$ cat config.mk
export PLATFORM = sky130hd
export DESIGN_NAME = vcih_ctrl
export DESIGN_NICKNAME = d
export VERILOG_FILES = /design/src/include/vcih_pkg.sv /design/src/logic/vcih_ctrl.sv /design/src/logic/vcih_list_scan.sv /design/src/logic/vcih_trap_decode.sv
export VERILOG_INCLUDE_DIRS = /design/src /design/src/include
export SDC_FILE = /design/constraint.sdc
export NUM_CORES = 1
export LEC_CHECK = 0
export ABC_CLOCK_PERIOD_IN_PS = 1900
export BUFFER_PORTS_ARGS = -buffer_cell sky130_fd_sc_hd__buf_2
export CAP_MARGIN = 40
export CELL_PAD_IN_SITES_DETAIL_PLACEMENT = 1
export CELL_PAD_IN_SITES_GLOBAL_PLACEMENT = 2
export CORE_ASPECT_RATIO = 2
export CORE_MARGIN = 10
export CORE_UTILIZATION = 26
export CTS_BUF_LIST = sky130_fd_sc_hd__clkbuf_8
export CTS_CLUSTER_DIAMETER = 200
export CTS_CLUSTER_SIZE = 12
export DETAILED_ROUTE_END_ITERATION = 6
export GPL_TIMING_DRIVEN = 0
export PLACE_DENSITY_LB_ADDON = 0.25
export SYNTH_ARGS = -nofsm -noshare
export SYNTH_HDL_FRONTEND = slang
export SYNTH_SLANG_ARGS = --single-unit
$ cat constraint.sdc
create_clock -name mclk -period 1.9 [get_ports mclk]
set_clock_uncertainty 0.2 [all_clocks]
set_input_delay 0.095 -clock mclk [delete_from_list [all_inputs] [get_ports mclk]]
set_output_delay 0.095 -clock mclk [all_outputs]
set_load 0.01 [all_outputs]
$ cat src/include/vcih_defines.svh
// field positions, reset values and fixed identifiers of the hypervisor control block
`ifndef VCIH_DEFINES_SVH
`define VCIH_DEFINES_SVH

`define VCIH_CNT_HI 31
`define VCIH_CNT_LO 27
`define VCIH_DEACTIVATE_WRITE_TRAP_BIT 14
`define VCIH_LOCAL_SYSTEM_ERROR_TRAP_BIT 13
`define VCIH_GROUP1_ACCESS_TRAP_BIT 12
`define VCIH_GROUP0_ACCESS_TRAP_BIT 11
`define VCIH_TC_BIT 10
`define VCIH_G1D_BIT 7
`define VCIH_G1E_BIT 6
`define VCIH_G0D_BIT 5
`define VCIH_G0E_BIT 4
`define VCIH_NP_BIT 3
`define VCIH_LRENP_BIT 2
`define VCIH_UIE_BIT 1
`define VCIH_EN_BIT 0
`define VCIH_RW_MASK 32'hf800_7cff
`define VCIH_RESET_VAL 32'h0000_0000
`define VCIH_SPURIOUS_ID 32'h0000_03ff
`define VCIH_LPI_BASE 32'h0000_2000
`define VCIH_ST_INACTIVE 2'h0
`define VCIH_ST_PENDING_BIT 0

`endif

$ cat src/include/vcih_pkg.sv
// types shared by the hypervisor control block
package vcih_pkg;

  typedef enum logic [1:0] {
    VCIH_LVL_GUEST = 2'h0,
    VCIH_LVL_HYP = 2'h1,
    VCIH_LVL_MON = 2'h3
  } vcih_level_e;

  typedef enum logic [2:0] {
    VCIH_CLS_NONE = 3'h0,
    VCIH_CLS_GRP0 = 3'h1,
    VCIH_CLS_GRP1 = 3'h3,
    VCIH_CLS_COMMON = 3'h2,
    VCIH_CLS_DIR = 3'h6
  } vcih_class_e;

  typedef struct packed {
    logic valid;
    logic write;
    vcih_level_e level;
    logic [31:0] wdata;
  } vcih_sreg_req_s;

  typedef struct packed {
    logic done;
    logic trap_hyp;
    logic trap_mon;
    logic [31:0] rdata;
  } vcih_sreg_rsp_s;

  typedef struct packed {
    logic valid;
    logic write;
    vcih_class_e cls;
  } vcih_guest_acc_s;

  typedef struct packed {
    logic eoi_wr;
    logic dir_wr;
    logic id_valid;
    logic split_mode;
    logic lr_hit;
    logic ap_cleared;
    logic [31:0] intid;
  } vcih_deact_s;

  typedef struct packed {
    logic [1:0] state;
    logic hw;
    logic eoi;
  } vcih_entry_s;

endpackage : vcih_pkg

$ cat src/logic/vcih_ctrl.sv
// hypervisor control register and maintenance logic of the virtual cpu interface
// What this block does
// count unmatched guest end-of-interrupt writes, id below 8192, split mode off
// count unmatched guest deactivate writes, id below 8192, split mode on
// end-of-interrupt clearing no active priority may count or not
// reset clears every implemented field including counter
// deactivate trap bit 14 diverts guest deactivate writes to hypervisor
// without deactivate trap support bit 14 reads zero
// bit 13 traps local system errors; reads zero without support
// bit 12 traps every guest group 1 register access
// bit 11 traps every guest group 0 register access
// bit 10 traps guest accesses to common registers
// bit 7 raises maintenance while guest group 1 disabled
// bit 6 raises maintenance while guest group 1 enabled
// bit 5 raises maintenance while guest group 0 disabled
// bit 4 raises maintenance while guest group 0 enabled
// bit 3 raises maintenance while no entry pending
// bit 2 raises maintenance while counter nonzero
// bit 1 raises maintenance while at most one entry valid
// enable low blocks maintenance and virtual interrupts
// enable low makes guest acknowledge reads return spurious id
// system register enables low trap hypervisor or monitor accesses
// without hypervisor level monitor reads zero, writes ignored
// 32-bit register, reserved bits read zero
// entry state 00 inactive, 01 pending, 10 active, 11 both
// entry empty when inactive and hardware or no notify
// maintenance output is gated OR of enabled conditions
`timescale 1ns/1ps
`include "vcih_defines.svh"
module vcih_ctrl #(
  parameter int NUM_LR = 16,
  parameter bit DEACTIVATE_WRITE_TRAP_SUPPORT = 1'b1,
  parameter bit SEI_SUPPORT = 1'b1,
  parameter bit HYP_IMPL = 1'b1,
  parameter bit NOAP_COUNTS = 1'b1
) (
  input wire logic mclk, // processor clock
  input wire logic reset_n, // async reset, active low
  input wire vcih_pkg::vcih_sreg_req_s sreg_req, // register move request
  output vcih_pkg::vcih_sreg_rsp_s sreg_rsp, // register move answer
  input wire logic hyp_sre, // hypervisor sysreg interface enable
  input wire logic mon_sre, // monitor sysreg interface enable
  input wire vcih_pkg::vcih_guest_acc_s guest_acc, // guest interface access
  output logic guest_trap, // access trapped to hypervisor
  input wire vcih_pkg::vcih_deact_s deact, // guest deactivation event
  input wire vcih_pkg::vcih_entry_s entries [NUM_LR], // list entries
  input wire logic guest_group0_signal_enable, // guest group 0 enable
  input wire logic guest_group1_signal_enable, // guest group 1 enable
  input wire logic local_sei, // local system error interrupt
  output logic sei_trap_hyp, // error taken at hypervisor
  output logic sei_to_guest, // error taken at guest
  input wire logic virq_in, // virtual interrupt from prioritizer
  output logic virq_out, // virtual interrupt to guest
  input wire logic ack_rd, // guest acknowledge read
  input wire logic [31:0] ack_id, // id the prioritizer offers
  output logic ack_valid, // acknowledge answer strobe
  output logic [31:0] ack_data, // acknowledged id
  output logic maint_irq // maintenance interrupt
);
  import vcih_pkg::*;

  localparam logic [31:0] DEACTIVATE_WRITE_TRAP_M = 32'h0000_4000;
  localparam logic [31:0] LOCAL_SYSTEM_ERROR_TRAP_M = 32'h0000_2000;
  // optional bits fall out of the writable mask, so they stay zero
  // unsupported bits masked
  localparam logic [31:0] IMPL_MASK = `VCIH_RW_MASK
    & ~(DEACTIVATE_WRITE_TRAP_SUPPORT ? 32'h0000_0000 : DEACTIVATE_WRITE_TRAP_M)
    & ~(SEI_SUPPORT ? 32'h0000_0000 : LOCAL_SYSTEM_ERROR_TRAP_M);

  logic [31:0] hcr_q, hcr_d;
  vcih_sreg_rsp_s rsp_q, rsp_d;
  logic trap_q, trap_d;
  logic sei_h_q, sei_h_d, sei_g_q, sei_g_d;
  logic virq_q, virq_d, maint_q, maint_d;
  logic ackv_q, ackv_d;
  logic [31:0] ackd_q, ackd_d;
  logic none_pending, few_valid, acc_trap;
  logic cnt_inc, wr_ok, rd_ok, en;
  logic [7:0] cause;

  assign en = hcr_q[`VCIH_EN_BIT];

  vcih_list_scan #(
    .NUM_LR(NUM_LR)
  ) u_scan (
    .entries(entries),
    .none_pending(none_pending),
    .few_valid(few_valid)
  );

  vcih_trap_decode u_trap (
    .acc(guest_acc),
    .deactivate_write_trap(hcr_q[`VCIH_DEACTIVATE_WRITE_TRAP_BIT]),
    .group0_access_trap(hcr_q[`VCIH_GROUP0_ACCESS_TRAP_BIT]),
    .group1_access_trap(hcr_q[`VCIH_GROUP1_ACCESS_TRAP_BIT]),
    .tc(hcr_q[`VCIH_TC_BIT]),
    .trap(acc_trap)
  );

  ////////////////////////////////////////////////////////////////////////////
  // register access and counter

  always_comb begin
    rsp_d = '0;
    wr_ok = 1'b0;
    rd_ok = 1'b0;
    if (sreg_req.valid) begin
      rsp_d.done = 1'b1;
      // sysreg enable traps
      if (sreg_req.level == VCIH_LVL_HYP && !hyp_sre) begin
        rsp_d.trap_hyp = 1'b1;
      end else if (sreg_req.level == VCIH_LVL_MON && !mon_sre) begin
        rsp_d.trap_mon = 1'b1;
      // no hypervisor level: read zero, ignore writes
      end else if (sreg_req.level == VCIH_LVL_MON && !HYP_IMPL) begin
        rsp_d.rdata = 32'h0000_0000;
      end else if (sreg_req.level != VCIH_LVL_GUEST) begin
        wr_ok = sreg_req.write;
        rd_ok = !sreg_req.write;
      end
      // reserved bits never stored, so read zero
      if (rd_ok) begin
        rsp_d.rdata = hcr_q & IMPL_MASK;
      end
    end
  end

  always_comb begin
    // unmatched end-of-interrupt, split mode off
    // unmatched deactivate write, split mode on
    // optional count when no active priority cleared
    cnt_inc = deact.id_valid && (deact.intid < `VCIH_LPI_BASE) && !deact.lr_hit
      && ((deact.eoi_wr && !deact.split_mode && (deact.ap_cleared || NOAP_COUNTS))
      || (deact.dir_wr && deact.split_mode));
    hcr_d = hcr_q;
    if (wr_ok) begin
      hcr_d = sreg_req.wdata & IMPL_MASK;
    end
    // an event in the write cycle is counted on top of the written value
    if (cnt_inc) begin
      hcr_d[`VCIH_CNT_HI:`VCIH_CNT_LO] = hcr_d[`VCIH_CNT_HI:`VCIH_CNT_LO] + 5'h01;
    end
  end

  ////////////////////////////////////////////////////////////////////////////
  // traps, maintenance and guest signalling

  always_comb begin
    trap_d = acc_trap;
    // local system error routing
    sei_h_d = local_sei && hcr_q[`VCIH_LOCAL_SYSTEM_ERROR_TRAP_BIT];
    sei_g_d = local_sei && !hcr_q[`VCIH_LOCAL_SYSTEM_ERROR_TRAP_BIT];
    // group 1 disabled
    cause[7] = hcr_q[`VCIH_G1D_BIT] && !guest_group1_signal_enable;
    // group 1 enabled
    cause[6] = hcr_q[`VCIH_G1E_BIT] && guest_group1_signal_enable;
    // group 0 disabled
    cause[5] = hcr_q[`VCIH_G0D_BIT] && !guest_group0_signal_enable;
    // group 0 enabled
    cause[4] = hcr_q[`VCIH_G0E_BIT] && guest_group0_signal_enable;
    // nothing pending
    cause[3] = hcr_q[`VCIH_NP_BIT] && none_pending;
    // counter nonzero
    cause[2] = hcr_q[`VCIH_LRENP_BIT] && (hcr_q[`VCIH_CNT_HI:`VCIH_CNT_LO] != 5'h00);
    // underflow
    cause[1] = hcr_q[`VCIH_UIE_BIT] && few_valid;
    cause[0] = 1'b0;
    // gated OR, one cycle behind its causes
    // global enable gates both outputs
    maint_d = en && (|cause);
    virq_d = en && virq_in;
    ackv_d = ack_rd;
    ackd_d = ackd_q;
    if (ack_rd) begin
      // spurious id while disabled
      ackd_d = en ? ack_id : `VCIH_SPURIOUS_ID;
    end
  end

  ////////////////////////////////////////////////////////////////////////////
  // state

  always_ff @(posedge mclk or negedge reset_n) begin
    if (!reset_n) begin
      // architectural reset to zero
      hcr_q <= `VCIH_RESET_VAL;
      rsp_q <= '0;
      trap_q <= 1'b0;
      sei_h_q <= 1'b0;
      sei_g_q <= 1'b0;
      maint_q <= 1'b0;
      virq_q <= 1'b0;
      ackv_q <= 1'b0;
      ackd_q <= 32'h0000_0000;
    end else begin
      hcr_q <= hcr_d;
      rsp_q <= rsp_d;
      trap_q <= trap_d;
      sei_h_q <= sei_h_d;
      sei_g_q <= sei_g_d;
      maint_q <= maint_d;
      virq_q <= virq_d;
      ackv_q <= ackv_d;
      ackd_q <= ackd_d;
    end
  end

  assign sreg_rsp = rsp_q;
  assign guest_trap = trap_q;
  assign sei_trap_hyp = sei_h_q;
  assign sei_to_guest = sei_g_q;
  assign maint_irq = maint_q;
  assign virq_out = virq_q;
  assign ack_valid = ackv_q;
  assign ack_data = ackd_q;

  ////////////////////////////////////////////////////////////////////////////
  // checks

  a_eoi_count: assert property (
    @(posedge mclk) disable iff (!reset_n)
    (deact.eoi_wr && !deact.dir_wr && deact.id_valid && !deact.split_mode && !deact.lr_hit
      && deact.ap_cleared && deact.intid < 32'h0000_2000 && !wr_ok)
    |=> hcr_q[31:27] == $past(hcr_q[31:27]) + 5'h01)
    else $error("counter missed an unmatched end of interrupt");

  a_dir_count: assert property (
    @(posedge mclk) disable iff (!reset_n)
    (!deact.eoi_wr && deact.dir_wr && deact.id_valid && deact.split_mode && !deact.lr_hit
      && deact.intid < 32'h0000_2000 && !wr_ok)
    |=> hcr_q[31:27] == $past(hcr_q[31:27]) + 5'h01)
    else $error("counter missed an unmatched deactivate");

  a_rsvd_zero: assert property (
    @(posedge mclk) disable iff (!reset_n)
    rsp_q.done |-> (rsp_q.rdata & 32'h07ff_8300) == 32'h0000_0000)
    else $error("reserved bits read nonzero");

  a_dir_trap: assert property (
    @(posedge mclk) disable iff (!reset_n)
    (guest_acc.valid && guest_acc.write && guest_acc.cls == VCIH_CLS_DIR && hcr_q[14])
    |=> guest_trap)
    else $error("deactivate write not trapped");

  a_grp1_trap: assert property (
    @(posedge mclk) disable iff (!reset_n)
    (guest_acc.valid && guest_acc.cls == VCIH_CLS_GRP1)
    |=> guest_trap == $past(hcr_q[12]))
    else $error("group 1 trap wrong");

  a_disabled_quiet: assert property (
    @(posedge mclk) disable iff (!reset_n)
    !en |=> !maint_irq && !virq_out)
    else $error("signal while interface disabled");

  a_spurious_ack: assert property (
    @(posedge mclk) disable iff (!reset_n)
    (ack_rd && !en) |=> ack_valid && ack_data == 32'h0000_03ff)
    else $error("acknowledge not spurious while disabled");

  a_count_maint: assert property (
    @(posedge mclk) disable iff (!reset_n)
    (en && hcr_q[2] && hcr_q[31:27] != 5'h00) |=> maint_irq)
    else $error("nonzero counter raised no maintenance");

  a_sre_trap: assert property (
    @(posedge mclk) disable iff (!reset_n)
    (sreg_req.valid && sreg_req.level == VCIH_LVL_HYP && !hyp_sre)
    |=> sreg_rsp.trap_hyp && hcr_q[26:0] == $past(hcr_q[26:0]))
    else $error("disabled sysreg access not trapped");

  a_grp0_trap: assert property (
    @(posedge mclk) disable iff (!reset_n)
    (guest_acc.valid && guest_acc.cls == VCIH_CLS_GRP0)
    |=> guest_trap == $past(hcr_q[11]))
    else $error("group 0 trap wrong");

  a_common_trap: assert property (
    @(posedge mclk) disable iff (!reset_n)
    (guest_acc.valid && guest_acc.cls == VCIH_CLS_COMMON)
    |=> guest_trap == $past(hcr_q[10]))
    else $error("common register trap wrong");

  a_sei_route: assert property (
    @(posedge mclk) disable iff (!reset_n)
    (local_sei && hcr_q[13]) |=> sei_trap_hyp && !sei_to_guest)
    else $error("local system error not trapped");

  a_opt_bits_zero: assert property (
    @(posedge mclk) disable iff (!reset_n)
    rsp_q.done |-> (DEACTIVATE_WRITE_TRAP_SUPPORT || !rsp_q.rdata[14]) && (SEI_SUPPORT || !rsp_q.rdata[13]))
    else $error("unsupported trap bit reads nonzero");

  a_mon_read_zero: assert property (
    @(posedge mclk) disable iff (!reset_n)
    (sreg_req.valid && sreg_req.level == VCIH_LVL_MON && mon_sre && !HYP_IMPL)
    |=> sreg_rsp.rdata == 32'h0000_0000 && hcr_q[26:0] == $past(hcr_q[26:0]))
    else $error("monitor access without hypervisor level not ignored");

  a_grp1_off_maint: assert property (
    @(posedge mclk) disable iff (!reset_n)
    (en && hcr_q[7] && !guest_group1_signal_enable) |=> maint_irq)
    else $error("group 1 disabled raised no maintenance");

  a_no_pend_maint: assert property (
    @(posedge mclk) disable iff (!reset_n)
    (en && hcr_q[3] && none_pending) |=> maint_irq)
    else $error("no pending entry raised no maintenance");

  a_underflow_maint: assert property (
    @(posedge mclk) disable iff (!reset_n)
    (en && hcr_q[1] && few_valid) |=> maint_irq)
    else $error("underflow raised no maintenance");

  a_no_enable_quiet: assert property (
    @(posedge mclk) disable iff (!reset_n)
    (hcr_q[7:1] == 7'h00) |=> !maint_irq)
    else $error("maintenance without any enabled condition");

endmodule : vcih_ctrl

$ cat src/logic/vcih_list_scan.sv
// summary of list entries: any pending, at most one valid
`timescale 1ns/1ps
`include "vcih_defines.svh"
module vcih_list_scan #(
  parameter int NUM_LR = 16
) (
  input wire vcih_pkg::vcih_entry_s entries [NUM_LR], // list entry state
  output logic none_pending, // no entry pending
  output logic few_valid // zero or one valid entry
);
  import vcih_pkg::*;

  // empty entry test
  function automatic logic entry_valid(input vcih_entry_s e);
    entry_valid = !((e.state == `VCIH_ST_INACTIVE) && (e.hw || !e.eoi));
  endfunction : entry_valid

  always_comb begin
    int nvalid;
    nvalid = 0;
    none_pending = 1'b1;
    for (int i = 0; i < NUM_LR; i++) begin
      // pending is state 01 or 11
      if (entries[i].state[`VCIH_ST_PENDING_BIT]) begin
        none_pending = 1'b0;
      end
      if (entry_valid(entries[i])) begin
        nvalid = nvalid + 1;
      end
    end
    few_valid = (nvalid <= 1);
  end

endmodule : vcih_list_scan

$ cat src/logic/vcih_trap_decode.sv
// decides whether a guest access to an interface register goes to the hypervisor
`timescale 1ns/1ps
module vcih_trap_decode (
  input wire vcih_pkg::vcih_guest_acc_s acc, // guest access
  input wire logic deactivate_write_trap, // deactivate write trap
  input wire logic group0_access_trap, // group 0 trap
  input wire logic group1_access_trap, // group 1 trap
  input wire logic tc, // common register trap
  output logic trap // access diverted
);
  import vcih_pkg::*;

  always_comb begin
    trap = 1'b0;
    if (acc.valid) begin
      case (acc.cls)
        // group 0 access trap
        VCIH_CLS_GRP0: trap = group0_access_trap;
        // group 1 access trap
        VCIH_CLS_GRP1: trap = group1_access_trap;
        // common register trap
        VCIH_CLS_COMMON: trap = tc;
        // deactivate write trap, also common
        VCIH_CLS_DIR: trap = tc | (acc.write & deactivate_write_trap);
        default: trap = 1'b0;
      endcase
    end
  end

endmodule : vcih_trap_decode

# After elaboration in Yosys (flattened, before gate mapping)
# Cells that the tools add are included.
# totals
register_bits	91
latch_bits	0
mem_bits_rw	0
mem_bits_ro	0
in_bits	184
out_inout_bits	73
word_cells	183
memories	0
# classes
add_sub_neg	16
n_mul	0
n_div	0
magnitude_cmp	2
n_eq_ne	6
shifts	0
n_mux	50
bitwise	2
n_reduce_logical	94
# ops
op	count
32-bit two-way mux	18
32-bit by 2-bit adder with 32-bit output, second input constant	14
35-bit two-way mux	1
1-bit logical AND	34
32-bit by 2-bit <= comparator with 1-bit output, second input constant	1
2-bit zero test	16
32-bit by 14-bit less-than comparator with 1-bit output, second input constant	1
1-bit two-way mux	29
1-bit zero test	24
1-bit logical OR	17
7-bit OR reduction	1
3-bit by 2-bit equality test with 1-bit output, second input constant	2
5-bit by 1-bit adder with 5-bit output, second input constant	1
5-bit two-way mux	1
5-bit nonzero test	1
1-bit case mux with 4 select lines	1
3-bit by 1-bit equality test with 1-bit output, second input constant	1
3-bit equality test, second input constant	1
1-bit by 1-bit adder with 2-bit output, second input constant	1
2-bit by 1-bit equality test with 1-bit output, second input constant	1
2-bit equality test, second input constant	1
2-bit nonzero test	1
1-bit AND	1
1-bit bitwise OR	1

# Longest topological paths before layout
# Gate-level depths: netlist of run 1.
# depth
ltp_word	38
depth_mapped	48

# By module
# A second synthesis of run 1 with hierarchy kept.
# hier_totals
cells_unflattened	604
hier_area_um2	5514.0
# by_module_without_submodules
module	instances	cells_each	area_each_um2
vcih_ctrl	1	275	3139.3
vcih_list_scan	1	324	2337.2
vcih_trap_decode	1	5	37.5

# Worst setup path after synthesis of run 1
# OpenSTA, ideal clock, no wires.
# synth_path
kind	input -> register
start	input port entries[63] in the netlist's numbering
end	register maint_q (netlist: maint_irq)
setup_time_ps	104
arrival_ps	8446
required_time_ps	1596
setup_slack_ps	-6849
stages	46
path_buffers	1
cell_sequence	or2_1 -> nor2_1 -> ha_1 -> buf_2 -> or3_1 -> a31o_2 -> ha_1 -> nor2_1 -> nor2_1 -> ha_1 -> nor2_1 -> a21oi_1 -> o31a_1 -> ha_1 -> nand2_1 -> a21bo_4 -> ha_1 -> nand2_1 -> [10 not listed] -> o21ai_1 -> ha_1 -> or2_2 -> o21a_1 -> ha_1 -> nand2b_1 -> nand2_1 -> ha_1 -> o21ai_0 -> o21ai_1 -> ha_1 -> mux2i_1 -> inv_1 -> ha_1 -> xnor2_1 -> o31ai_1 -> o2111ai_1 -> o41ai_2
# synth_via
elab_chain_len	37
# synth_lines
element	line	source
start: declaration	vcih_ctrl.sv:46	input wire vcih_pkg::vcih_entry_s entries [NUM_LR],
2-bit zero test (no line) *	n/a	
1-bit logical AND *	vcih_list_scan.sv:15	entry_valid = !((e.state == `VCIH_ST_INACTIVE) && (e.hw || !e.eoi));
1-bit two-way mux *	vcih_list_scan.sv:27	if (entry_valid(entries[i])) begin
1-bit by 1-bit adder with 2-bit output	vcih_list_scan.sv:28	nvalid = nvalid + 1;
32-bit two-way mux *	vcih_list_scan.sv:27	
32-bit by 2-bit adder with 32-bit output	vcih_list_scan.sv:28	
32-bit two-way mux *	vcih_list_scan.sv:27	
32-bit by 2-bit adder with 32-bit output	vcih_list_scan.sv:28	
[22 not listed]	n/a	
32-bit two-way mux *	vcih_list_scan.sv:27	
32-bit by 2-bit adder with 32-bit output	vcih_list_scan.sv:28	
32-bit two-way mux *	vcih_list_scan.sv:27	
32-bit by 2-bit <= comparator with 1-bit output *	vcih_list_scan.sv:31	few_valid = (nvalid <= 1);
1-bit logical AND *	vcih_ctrl.sv:166	cause[1] = hcr_q[`VCIH_UIE_BIT] && few_valid;
7-bit OR reduction *	vcih_ctrl.sv:170	maint_d = en && (|cause);
1-bit logical AND *	vcih_ctrl.sv:170	
named net maint_d	vcih_ctrl.sv:74	logic virq_q, virq_d, maint_q, maint_d;
end signal: assignment	vcih_ctrl.sv:201	maint_q <= maint_d;
end: declaration	vcih_ctrl.sv:74	
# Mark *: on every way through the listed nets, which the timed path passes. The rest lies on a longest branch.
# A chain may end at the register's enable or synchronous reset.

# Worst setup path after layout of run 1
# Same ends and word-level chain as after synthesis.

==> impl_metrics.tcl, run 1 <==
set metrics [dict create \
    fmax_mhz 123 \
    yosysTopAreaCell "dfrtp_1" \
    synth-async-reset-ratio_pct 100 \
    wl_per_cell_um 16.9 \
    finalCritPeriodShare_pct 429 \
    syn_area_sq_um 5020 \
    grt_remaining_overflow 0 \
    crit_required_ps 1940 \
    violations "hold timing, setup timing" \
    fillers 2275 \
    drt-vias-per-instance 4.56 \
    layout.nets 1060 \
    setup_violations 1 \
    drt-total-wl_um 18900 \
    grt_setup_unrepaired "yes" \
    grt_max_degree 60 \
    cts_tree "built" \
    drt_iter0_drc 118 \
    rows 71 \
    antenna_left 0 \
    reg2regPathDepth 5 \
    dp_cells 1022 \
    yosysWarningCount 0 \
    ys_seq_elements 77 \
    grt_pass1_vias 5868 \
    dpl_worst_slack_ps -7420 \
    coreArea_sq_um 18900 \
    cellPowerDensity_nw_per_um2 1440 \
    crit_path_max_fanout 4 \
    regArea_sq_um 1930 \
    hold_ws_ps -11.1 \
    numCtsBuffers 9 \
    final_cell_mix "buf_2 (213), dfrtp_1 (77), dlygate4sd3_1 (64)" \
    multi_input_area_sq_um 2990 \
    crit_type "in -> reg" \
    initial_utilization_pct 26.5 \
    h-tree-depth 3 \
    clk_latency_ps 340 \
    tightest_slew_ps 864 \
    cap_violations 0 \
    synthFlopType "dfrtp_1" \
    p_total_mw 11.0 \
    layout_commonest_cell "buf_2" \
    worstPathArrival_ps 8190 \
    grt_usage_pct 14.4 \
    status "finished, violations left" \
    yosys.area.top_type_share_pct 38.4 \
    synth_cell_types 68 \
    cts_buffer_depth 2 \
    period_needed_ps 8150 \
    ios 257 \
    post_layout_nonfiller_instances 1119 \
    die_w_um 118 \
    timing.slew.headroom_pct 42.1 \
    cts_sinks 77 \
    cp-end-kind "flop" \
    hpwl_um 15600 \
    critical_path.max_stage_delay_ps 380 \
    timing.final.hold_violations 18 \
    drc 0 \
    antenna_found_initial 0 \
    slowest_stage "or3_4" \
    synth_seq_area_share_pct 38.4 \
    routabilityCongestion 0.807 \
    vdd_ir_drop_max_mv 1.02 \
    drive_gt1_share_pct 38.7 \
    min_path_type "in -> async" \
    cpMostUsedCell "ha_1" \
    maxSlewViolCount 0 \
    port-buffer-count 214 \
    syn_avg_cell_area_sq_um 9.35 \
    grt_pass1_wl_um 30300 \
    synth_area_leaders "dfrtp_1 (38%), xnor2_1 (4.4%), inv_1 (3.9%)" \
    firstDrtPassIters 4 \
    vias 5108 \
    die_y_um 216 \
    die_area_sq_um 25600 \
    syn2layout_area_growth_pct 52.8 \
    setup_slack_ps -6250 \
    synth_edf_count 0 \
    clock-root-buffer "clkbuf_8" \
    finalSetupTns_ps -6250 \
    syn_inst 537 \
    critPathLaunchType "input port" \
    antenna_cells 0 \
    total_leakage_power_nw 3.73 \
    clkTransAtPathRegs_ps 80 \
]
[per-layer routing]
| metal | vias to the layer above | global-route usage (%) | wire length, um |
|---|---|---|---|
| met2 | 163 | 29.7 | 11000 |
| met3 | 13 | 2.81 | 911 |
| met4 | 0 | 3.60 | 230 |
| met1 | 2456 | 13.7 | 6710 |
| li1 | 2476 | - | - |
| met5 | - | 0 | 0 |
[state kept, by name (all words and copies together) (netlist names)]
name / count
ack_data: 32
sreg_rsp: 21
hcr_q: 18
ack_valid: 1
guest_trap: 1
maint_irq: 1
sei_to_guest: 1
sei_trap_hyp: 1
virq_out: 1
[synthesized netlist by cell type (3+ instances only)]
master	count
nor2_1	44
nand4b_1	3
mux2_2	16
nor4b_1	3
xnor2_1	25
a211oi_1	6
nand2_1	30
xnor2_2	4
and2_1	21
clkbuf_1	13
xor2_1	8
nor3_1	11
nand2b_1	3
nor4_1	8
nor2b_1	4
o2111ai_1	3
nand4_1	3
a21o_1	3
o21ai_0	32
or3_1	4
inv_1	52
o21ai_1	8
or4_1	3
nand3_1	27
xnor2_4	3
mux2i_1	13
o21a_1	9
a31oi_1	14
nor3b_1	4
ha_1	15
buf_4	14
dfrtp_1	77
a21oi_1	13
[area by class of cell]
| class | count | share of cell area [%] |
|---|---|---|
| clock buffer | 11 | 1.97 |
| tap | 255 | 4.16 |
| multi-input combinational | 392 | 39.0 |
| sequential | 77 | 25.1 |
| buffer | 27 | 2.01 |
| inverter | 53 | 2.59 |
| timing repair buffer | 301 | 25.0 |
| clock inverter | 3 | 0.179 |
[cell families after synthesis]
kind of cell	synth area share, %
AND/OR/NAND/NOR	19.1
AO/OA/AOI/OAI	14.5
buffers and inverters	7.13
flip-flops	38.4
XOR/XNOR	10.9
multiplexers	6.18
adder cells (fa/ha/maj)	3.74
other	0.0747
[through the flow]
| stage | util [%] | area [sq um] |
|---|---|---|
| finish | 40.5 | 7670 |
| global route | 40.5 | 7670 |
| CTS | 40.2 | 7610 |
| detailed placement | 34.9 | 6600 |
| global placement | 34.7 | 6560 |
| floorplan | - | 5170 |
[final timing paths]
| check | slack, ps | end | startpoint |
|---|---|---|---|
| setup / recovery | -6250 | maint_irq | entries[63] |
| hold / removal | -10 | ack_data[17] | reset_n |
| setup reg to reg | -250 | maint_irq | hcr_q[3] |
| hold reg to reg | 270 | sei_to_guest | hcr_q[13] |
| max in group asynchronous | 920 | ack_data[5] | reset_n |
| min in group mclk | 20 | hcr_q[29] | deact[28] |
[power by group]
group	leakage (nW)	internal, mW	total, mW	switching [mW]
Sequential	0.962	1.86	1.98	0.121
Combinational	2.68	3.90	7.98	4.08
Clock	0.0922	0.523	1.08	0.556
[worst max-delay path: cells and delay by family]
family	cells	cell delay, ps
AO/OA/AOI/OAI	15	2560
XOR/XNOR	1	120
buffers and inverters	2	160
AND/OR/NAND/NOR	14	1690
multiplexers	1	170
adder cells (fa/ha/maj)	13	3380
[repair_timing]
item                                    CTS  global route
endpoints found under the setup margin    1            12
endpoints found under the hold margin   139             0
hold buffers                             65             0
pin swaps                                23            18
setup buffers                            16             4
gates resized for setup                  18             6
(Power assumes the default switching activity.)
==> run 2, diff against run 1 <==
--- a/config.mk
+++ b/config.mk
@@ -6,7 +6,7 @@
 export SDC_FILE = /design/constraint.sdc
 export NUM_CORES = 1
 export LEC_CHECK = 0
-export ABC_CLOCK_PERIOD_IN_PS = 1900
+export ABC_CLOCK_PERIOD_IN_PS = 8830
 export BUFFER_PORTS_ARGS = -buffer_cell sky130_fd_sc_hd__buf_2
 export CAP_MARGIN = 40
 export CELL_PAD_IN_SITES_DETAIL_PLACEMENT = 1
==> constraint.sdc (replaced) <==
create_clock -name mclk -period 8.83 [get_ports mclk]
set_clock_uncertainty 0.2 [all_clocks]
set_input_delay 0.4415 -clock mclk [delete_from_list [all_inputs] [get_ports mclk]]
set_output_delay 0.4415 -clock mclk [all_outputs]
set_load 0.01 [all_outputs]
==> run 2 against run 1 <==
  * The run now ends clean
  * Register-to-register slack better by 7100 ps
  * Core utilization down 2.3 points
  * Routed wire length is 1.7% lower
  * Sequential share of layout area increased by 1.5 points
  * Final cell count down 4.6%
  * Count of clock-buffer cells in the layout shrank 1
  * Design area down 5.6%
  * Power fell by 77%
  * Flip-flop and latch count unchanged
  * Global-route usage down 0.42 points
  * Critical path type unchanged
  * Via count decreased by 4.7%
==> impl_metrics.tcl, run 2 (synthesized netlist as in run 1, its figures left out) <==
set metrics [dict create \
    status "finished clean" \
    numCtsBuffers 9 \
    drt_iter0_drc 110 \
    cellPowerDensity_nw_per_um2 356 \
    clock-root-buffer "clkbuf_8" \
    slowest_stage "or3_1" \
    min_path_type "in -> reg" \
    clkTransAtPathRegs_ps 80 \
    initial_utilization_pct 26.5 \
    rows 71 \
    maxSlewViolCount 0 \
    p_total_mw 2.58 \
    grt_usage_pct 14.0 \
    timing.final.hold_violations 0 \
    rr_endpoint "maint_irq" \
    total_leakage_power_nw 3.54 \
    h-tree-depth 3 \
    cp-end-kind "flop" \
    largest_reg_flops 32 \
    crit_path_max_fanout 5 \
    vias 4870 \
    critPathLaunchType "input port" \
    crit_type "in -> reg" \
    reg2reg_slack_ps 6880 \
    hold_path.startpoint "sreg_req[35]" \
    cts_sinks 77 \
    routabilityCongestion 0.767 \
    fin_area_sq_um 7240 \
    layout_commonest_cell "buf_2" \
    crit_required_ps 8880 \
    holdPathEnd "sreg_rsp[34]" \
    setup_violations 0 \
    final_cell_mix "buf_2 (214), dfrtp_1 (77), inv_1 (50)" \
    grt_setup_unrepaired "yes" \
    cpMostUsedCell "ha_1" \
    grt_remaining_overflow 0 \
    grt_pass1_wl_um 28800 \
    drc 0 \
    antenna_left 0 \
    grt_pass1_vias 5428 \
    cts_tree "built" \
    critical_path.max_stage_delay_ps 360 \
    reg2regPathDepth 5 \
    clk_latency_ps 350 \
    placed_cell_area_sq_um 6580 \
    die_y_um 216 \
    timing.slew.headroom_pct 33.4 \
    coreArea_sq_um 18900 \
    syn2layout_area_growth_pct 44.2 \
    period_needed_ps 8580 \
    worstPathArrival_ps 8630 \
    vdd_ir_drop_max_mv 0.234 \
    cap_violations 0 \
    finalCritPeriodShare_pct 97.2 \
    hpwl_um 15900 \
    die_w_um 118 \
    drt-vias-per-instance 4.56 \
    cts_buffer_depth 2 \
    antenna_found_initial 0 \
    wl_per_cell_um 17.4 \
    port-buffer-count 214 \
    final_core_util_pct 38.3 \
    drt-total-wl_um 18600 \
    r2r_start "hcr_q[28]" \
    hold_path_depth 1 \
    firstDrtPassIters 4 \
    path_delay_family "adder cells" \
    grt_max_degree 66 \
    layout.nets 1006 \
    tightest_slew_ps 993 \
    die_area_sq_um 25600 \
    antenna_cells 0 \
    fmax_mhz 117 \
    drive_gt1_share_pct 43.0 \
    worst-path-buf-inv 2 \
    ios 257 \
]
==> run 2: layout make-up <==
class	count	area, sq um
Fill cell	2297	11700
Multi-Input combinational cell	392	3030
Clock buffer	10	138
Clock inverter	6	110
Tap cell	255	319
Timing Repair Buffer	247	1360
Inverter	53	201
Sequential cell	77	1930
Buffer	27	154
==> run 2: how the worst max path moves through the flow <==
stage                startpoint   endpoint  slack [ps]  cells after the start
global placement    entries[56]  maint_irq        -970                     45
detailed placement  entries[63]  maint_irq       -1360                     45
CTS                 entries[56]  maint_irq          30                     46
global route        entries[62]  maint_irq        -140                     49
floorplan           entries[63]  maint_irq          40                     46
finish              entries[56]  maint_irq         250                     46
==> run 2: metrics by stage <==
stage          hold WS, ps  std cells  TNS, ps  worst slack [ps]
4_1_cts               19.0       1052        0              27.4
3_3_place_gp           239       1019     -966              -966
6_report              42.0       1067        0               250
2_1_floorplan        -54.1        550        0              35.6
3_5_place_dp           108       1023    -1360             -1360
5_1_grt               31.5       1067     -141              -141
==> run 2: metal layers <==
layer,share of wire [%],up-vias,wire length (um),track usage (%)
met3,5.1,13,954,2.92
li1,-,2375,-,-
met5,0,-,0,0
met4,1.1,0,198,3.85
met1,36,2312,6620,13.6
met2,58,170,10800,28.3
==> run 2: repair_timing <==
item | in CTS | in global routing
hold buffers | 2 | 0
setup buffers | 12 | 15
pin swaps | 18 | 28
setup endpoints to repair | 1 | 1
endpoints found under the hold margin | 13 | 0
resized for setup | 18 | 21
==> run 2: report_power, final <==
group,total (mW),internal [mW],switching [mW],leakage (nW)
sequential,0.425,0.400,0.0256,0.962
combinational,1.82,0.881,0.943,2.45
clock,0.330,0.196,0.135,0.124
==> run 3, diff against run 2 <==
--- a/config.mk
+++ b/config.mk
@@ -12,8 +12,8 @@
 export CELL_PAD_IN_SITES_DETAIL_PLACEMENT = 1
 export CELL_PAD_IN_SITES_GLOBAL_PLACEMENT = 2
 export CORE_ASPECT_RATIO = 2
-export CORE_MARGIN = 10
-export CORE_UTILIZATION = 26
+export CORE_MARGIN = 1.5
+export CORE_UTILIZATION = 27
 export CTS_BUF_LIST = sky130_fd_sc_hd__clkbuf_8
 export CTS_CLUSTER_DIAMETER = 200
 export CTS_CLUSTER_SIZE = 12
@@ -22,4 +22,5 @@
 export PLACE_DENSITY_LB_ADDON = 0.25
 export SYNTH_ARGS = -nofsm -noshare
 export SYNTH_HDL_FRONTEND = slang
+export SYNTH_HIERARCHICAL = 1
 export SYNTH_SLANG_ARGS = --single-unit
==> run 3 against run 2 <==
  * The run now ends with setup timing left
  * Sequential power about the same
  * Maximum frequency decreased by 6.0%
  * Global-route usage increased by 3.3 points
  * Critical path depth increased by 8
  * Design area increased by 8.4%
  * Non-clock buffer count increased by 7
  * Synthesized cell count increased by 12%
  * Sequential share of layout area decreased by 2.1 points
  * Critical endpoint unchanged
  * Largest cell class unchanged
  * Largest power group unchanged
  * Highest routed layer unchanged
==> impl_metrics.tcl, run 3 <==
set metrics [dict create \
    status "finished, violations left" \
    violations "setup timing" \
    clk_latency_ps 350 \
    cts_sinks 77 \
    hpwl_um 15400 \
    seq_power_share_pct 12.8 \
    synth_compound_gate_area_share_pct 16.1 \
    die_w_um 104 \
    hold_path_depth 1 \
    crit_type "in -> reg" \
    p_total_mw 3.32 \
    min_path_type "in -> reg" \
    syn_avg_cell_area_sq_um 9.13 \
    slowest_stage "or4_4" \
    cpMostUsedCell "ha_4" \
    cap_violations 0 \
    reg2regPathDepth 3 \
    r2r_start "hcr_q[29]" \
    cts_tree "built" \
    port-buffer-count 214 \
    yosysTopAreaCell "dfrtp_1" \
    syn_inst 604 \
    synthFlopType "dfrtp_1" \
    worstPathArrival_ps 9190 \
    vdd_ir_drop_max_mv 0.227 \
    synth_area_leaders "dfrtp_1 (35%), o21ai_0 (5.4%), mux2_2 (3.9%)" \
    grt_pass1_wl_um 29600 \
    p_sw_mw 1.52 \
    crit_required_ps 8890 \
    synth_cell_types 85 \
    ys_seq_elements 77 \
    fmax_mhz 110 \
    hold_path.startpoint "sreg_req[35]" \
    synth_seq_area_share_pct 34.9 \
    post_layout_nonfiller_instances 1145 \
    drt_iter0_drc 121 \
    grt_pass1_vias 5960 \
    grt_setup_unrepaired "yes" \
    rows 73 \
    holdPathEnd "sreg_rsp[34]" \
    grt_max_degree 68 \
    vias 5484 \
    synthAdderAreaFrac_pct 3.63 \
    dp_cells 1095 \
    coreArea_sq_um 19900 \
    drive_gt1_share_pct 44.1 \
    timing.slew.headroom_pct 37.1 \
    routabilityCongestion 0.800 \
    grt_usage_pct 17.2 \
    initial_utilization_pct 27.7 \
    layout.nets 1077 \
    clock-root-buffer "clkbuf_8" \
    wl_per_cell_um 16.1 \
    reg2reg_slack_ps 7100 \
    rr_endpoint "maint_irq" \
    muxShareOfSynthArea_pct 7.15 \
    critPathLaunchType "input port" \
    drc 0 \
    syn_area_sq_um 5510 \
    combPwrFrac_pct 79.2 \
    synth-xor-area-share_pct 9.67 \
    finalSetupTns_ps -302 \
    ios 257 \
    crit_path_max_fanout 3 \
    synthTopCellsByCount "dfrtp_1 (77), o21ai_0 (59), inv_1 (52), nand2_1 (38), nand3_1 (34)" \
    yosysWarningCount 6 \
    grt_remaining_overflow 0 \
    clkTransAtPathRegs_ps 70 \
    firstDrtPassIters 4 \
    clockPowerShare_pct 8.0 \
    die_area_sq_um 21300 \
    final_cell_mix "buf_2 (214), dfrtp_1 (77), o21ai_0 (55)" \
    numCtsBuffers 9 \
    antenna_left 0 \
    timing.final.hold_violations 0 \
    finalCritPeriodShare_pct 103 \
    setup_slack_ps -302 \
    synth-simple-area-share_pct 21.6 \
    tightest_slew_ps 934 \
    critical_path.max_stage_delay_ps 520 \
    setup_violations 1 \
    internal-power_mw 1.80 \
    cellPowerDensity_nw_per_um2 423 \
    yosysMostFrequentCell "dfrtp_1" \
    total_leakage_power_nw 3.72 \
    maxSlewViolCount 0 \
    cts_buffer_depth 2 \
    synth_edf_count 0 \
    synth_top_family_by_area "simple AND/OR/NAND/NOR gates" \
    die_y_um 205 \
    drt-vias-per-instance 4.79 \
    yosys.area.top_type_share_pct 34.9 \
    cp-end-kind "flop" \
    drt-total-wl_um 18400 \
    layout_commonest_cell "buf_2" \
    syn2layout_area_growth_pct 42.3 \
    dpl_worst_slack_ps -1750 \
    h-tree-depth 3 \
    largest_reg_flops 32 \
    antenna_found_initial 1 \
    period_needed_ps 9130 \
    synth-async-reset-ratio_pct 100 \
    switching_share_pct 45.8 \
]
-- run 3: cell count changes in the layout (fill, tap and decap cells not counted), sizes merged, moves of 8 or more --
cell / delta
nor2: -15
nand3: +8
a31oi: -10
nand2: +8
o21ai: +25
buf: +9
-- run 3: cells by family (layout without fill, tap and decap cells) --
kind of cell / count (synthesis) / after routing
other: 1 / 15
muxes: 36 / 36
buffers and inverters: 85 / 350
AOI/OAI and AO/OA: 139 / 139
adders and majority gates: 16 / 16
and+or+nand+nor: 212 / 212
DFF: 77 / 77
xor gates and xnor gates: 38 / 38
-- run 3: per-layer routing --
| layer | track usage [%] | up-vias | part of all wire, % |
|---|---|---|---|
| li1 | - | 2656 | - |
| met1 | 15.8 | 2637 | 33 |
| met2 | 36.8 | 165 | 61 |
| met3 | 2.07 | 26 | 3.5 |
| met4 | 6.99 | 0 | 2.7 |
| met5 | 0 | - | 0 |
-- run 3: how the worst max path moves through the flow --
stage | slack [ps] | end | startpoint | depth (start not counted)
detailed placement | -1750 | maint_irq | entries[63] | 54
global route | -680 | maint_irq | entries[63] | 54
floorplan | -400 | maint_irq | entries[63] | 55
finish | -300 | maint_irq | entries[63] | 54
global placement | -1520 | maint_irq | entries[56] | 56
CTS | -440 | maint_irq | entries[62] | 54
-- run 3: layout make-up --
| type | instances | area [sq um] |
|---|---|---|
| inverters | 53 | 201 |
| clock inverters | 6 | 62.6 |
| plain buffers | 32 | 183 |
| clock buffers | 10 | 138 |
| diodes | 1 | 2.50 |
| well taps | 262 | 328 |
| flip-flops and latches | 77 | 1930 |
| fillers | 2397 | 12100 |
| repair buffers | 249 | 1370 |
| multi-input cells | 455 | 3630 |
-- run 3: repair_timing --
action | 4_1_cts | 5_1_grt
hold buffers | 1 | 1
buffers inserted | 26 | 5
gates resized for setup | 44 | 17
setup endpoints to repair | 1 | 1
pin swaps | 29 | 29
gates cloned | 0 | 0
endpoints found under the hold margin | 10 | 1
-- run 3: per-stage QoR --
stage / hold slack, ps / cell area [sq um] / util, %
after floorplan: -54.1 / 5650 / -
after global placement: 273 / 7050 / 35.4
after detailed placement: 92.7 / 7080 / 35.6
after CTS: 3.97 / 7710 / 38.7
after global routing: 75.4 / 7850 / 39.4
final: 81.7 / 7850 / 39.4
-- run 3: power by group through the flow --
stage	logic [mW]	registers, mW	clock network [mW]
after floorplan	1.58	0.441	0
after detailed placement	2.08	0.432	0
after global placement	2.01	0.429	0
after CTS	2.50	0.425	0.276
after global routing	2.87	0.431	0.290
final	2.63	0.425	0.266
-- run 3: worst max-delay path: cells and delay by family --
| kind | cells | cell delay (ps) |
|---|---|---|
| buffers and inverters | 6 | 320 |
| AOI/OAI and AO/OA | 13 | 1930 |
| muxes | 3 | 730 |
| xor gates and xnor gates | 1 | 150 |
| and+or+nand+nor | 19 | 2570 |
| adders and majority gates | 12 | 3020 |
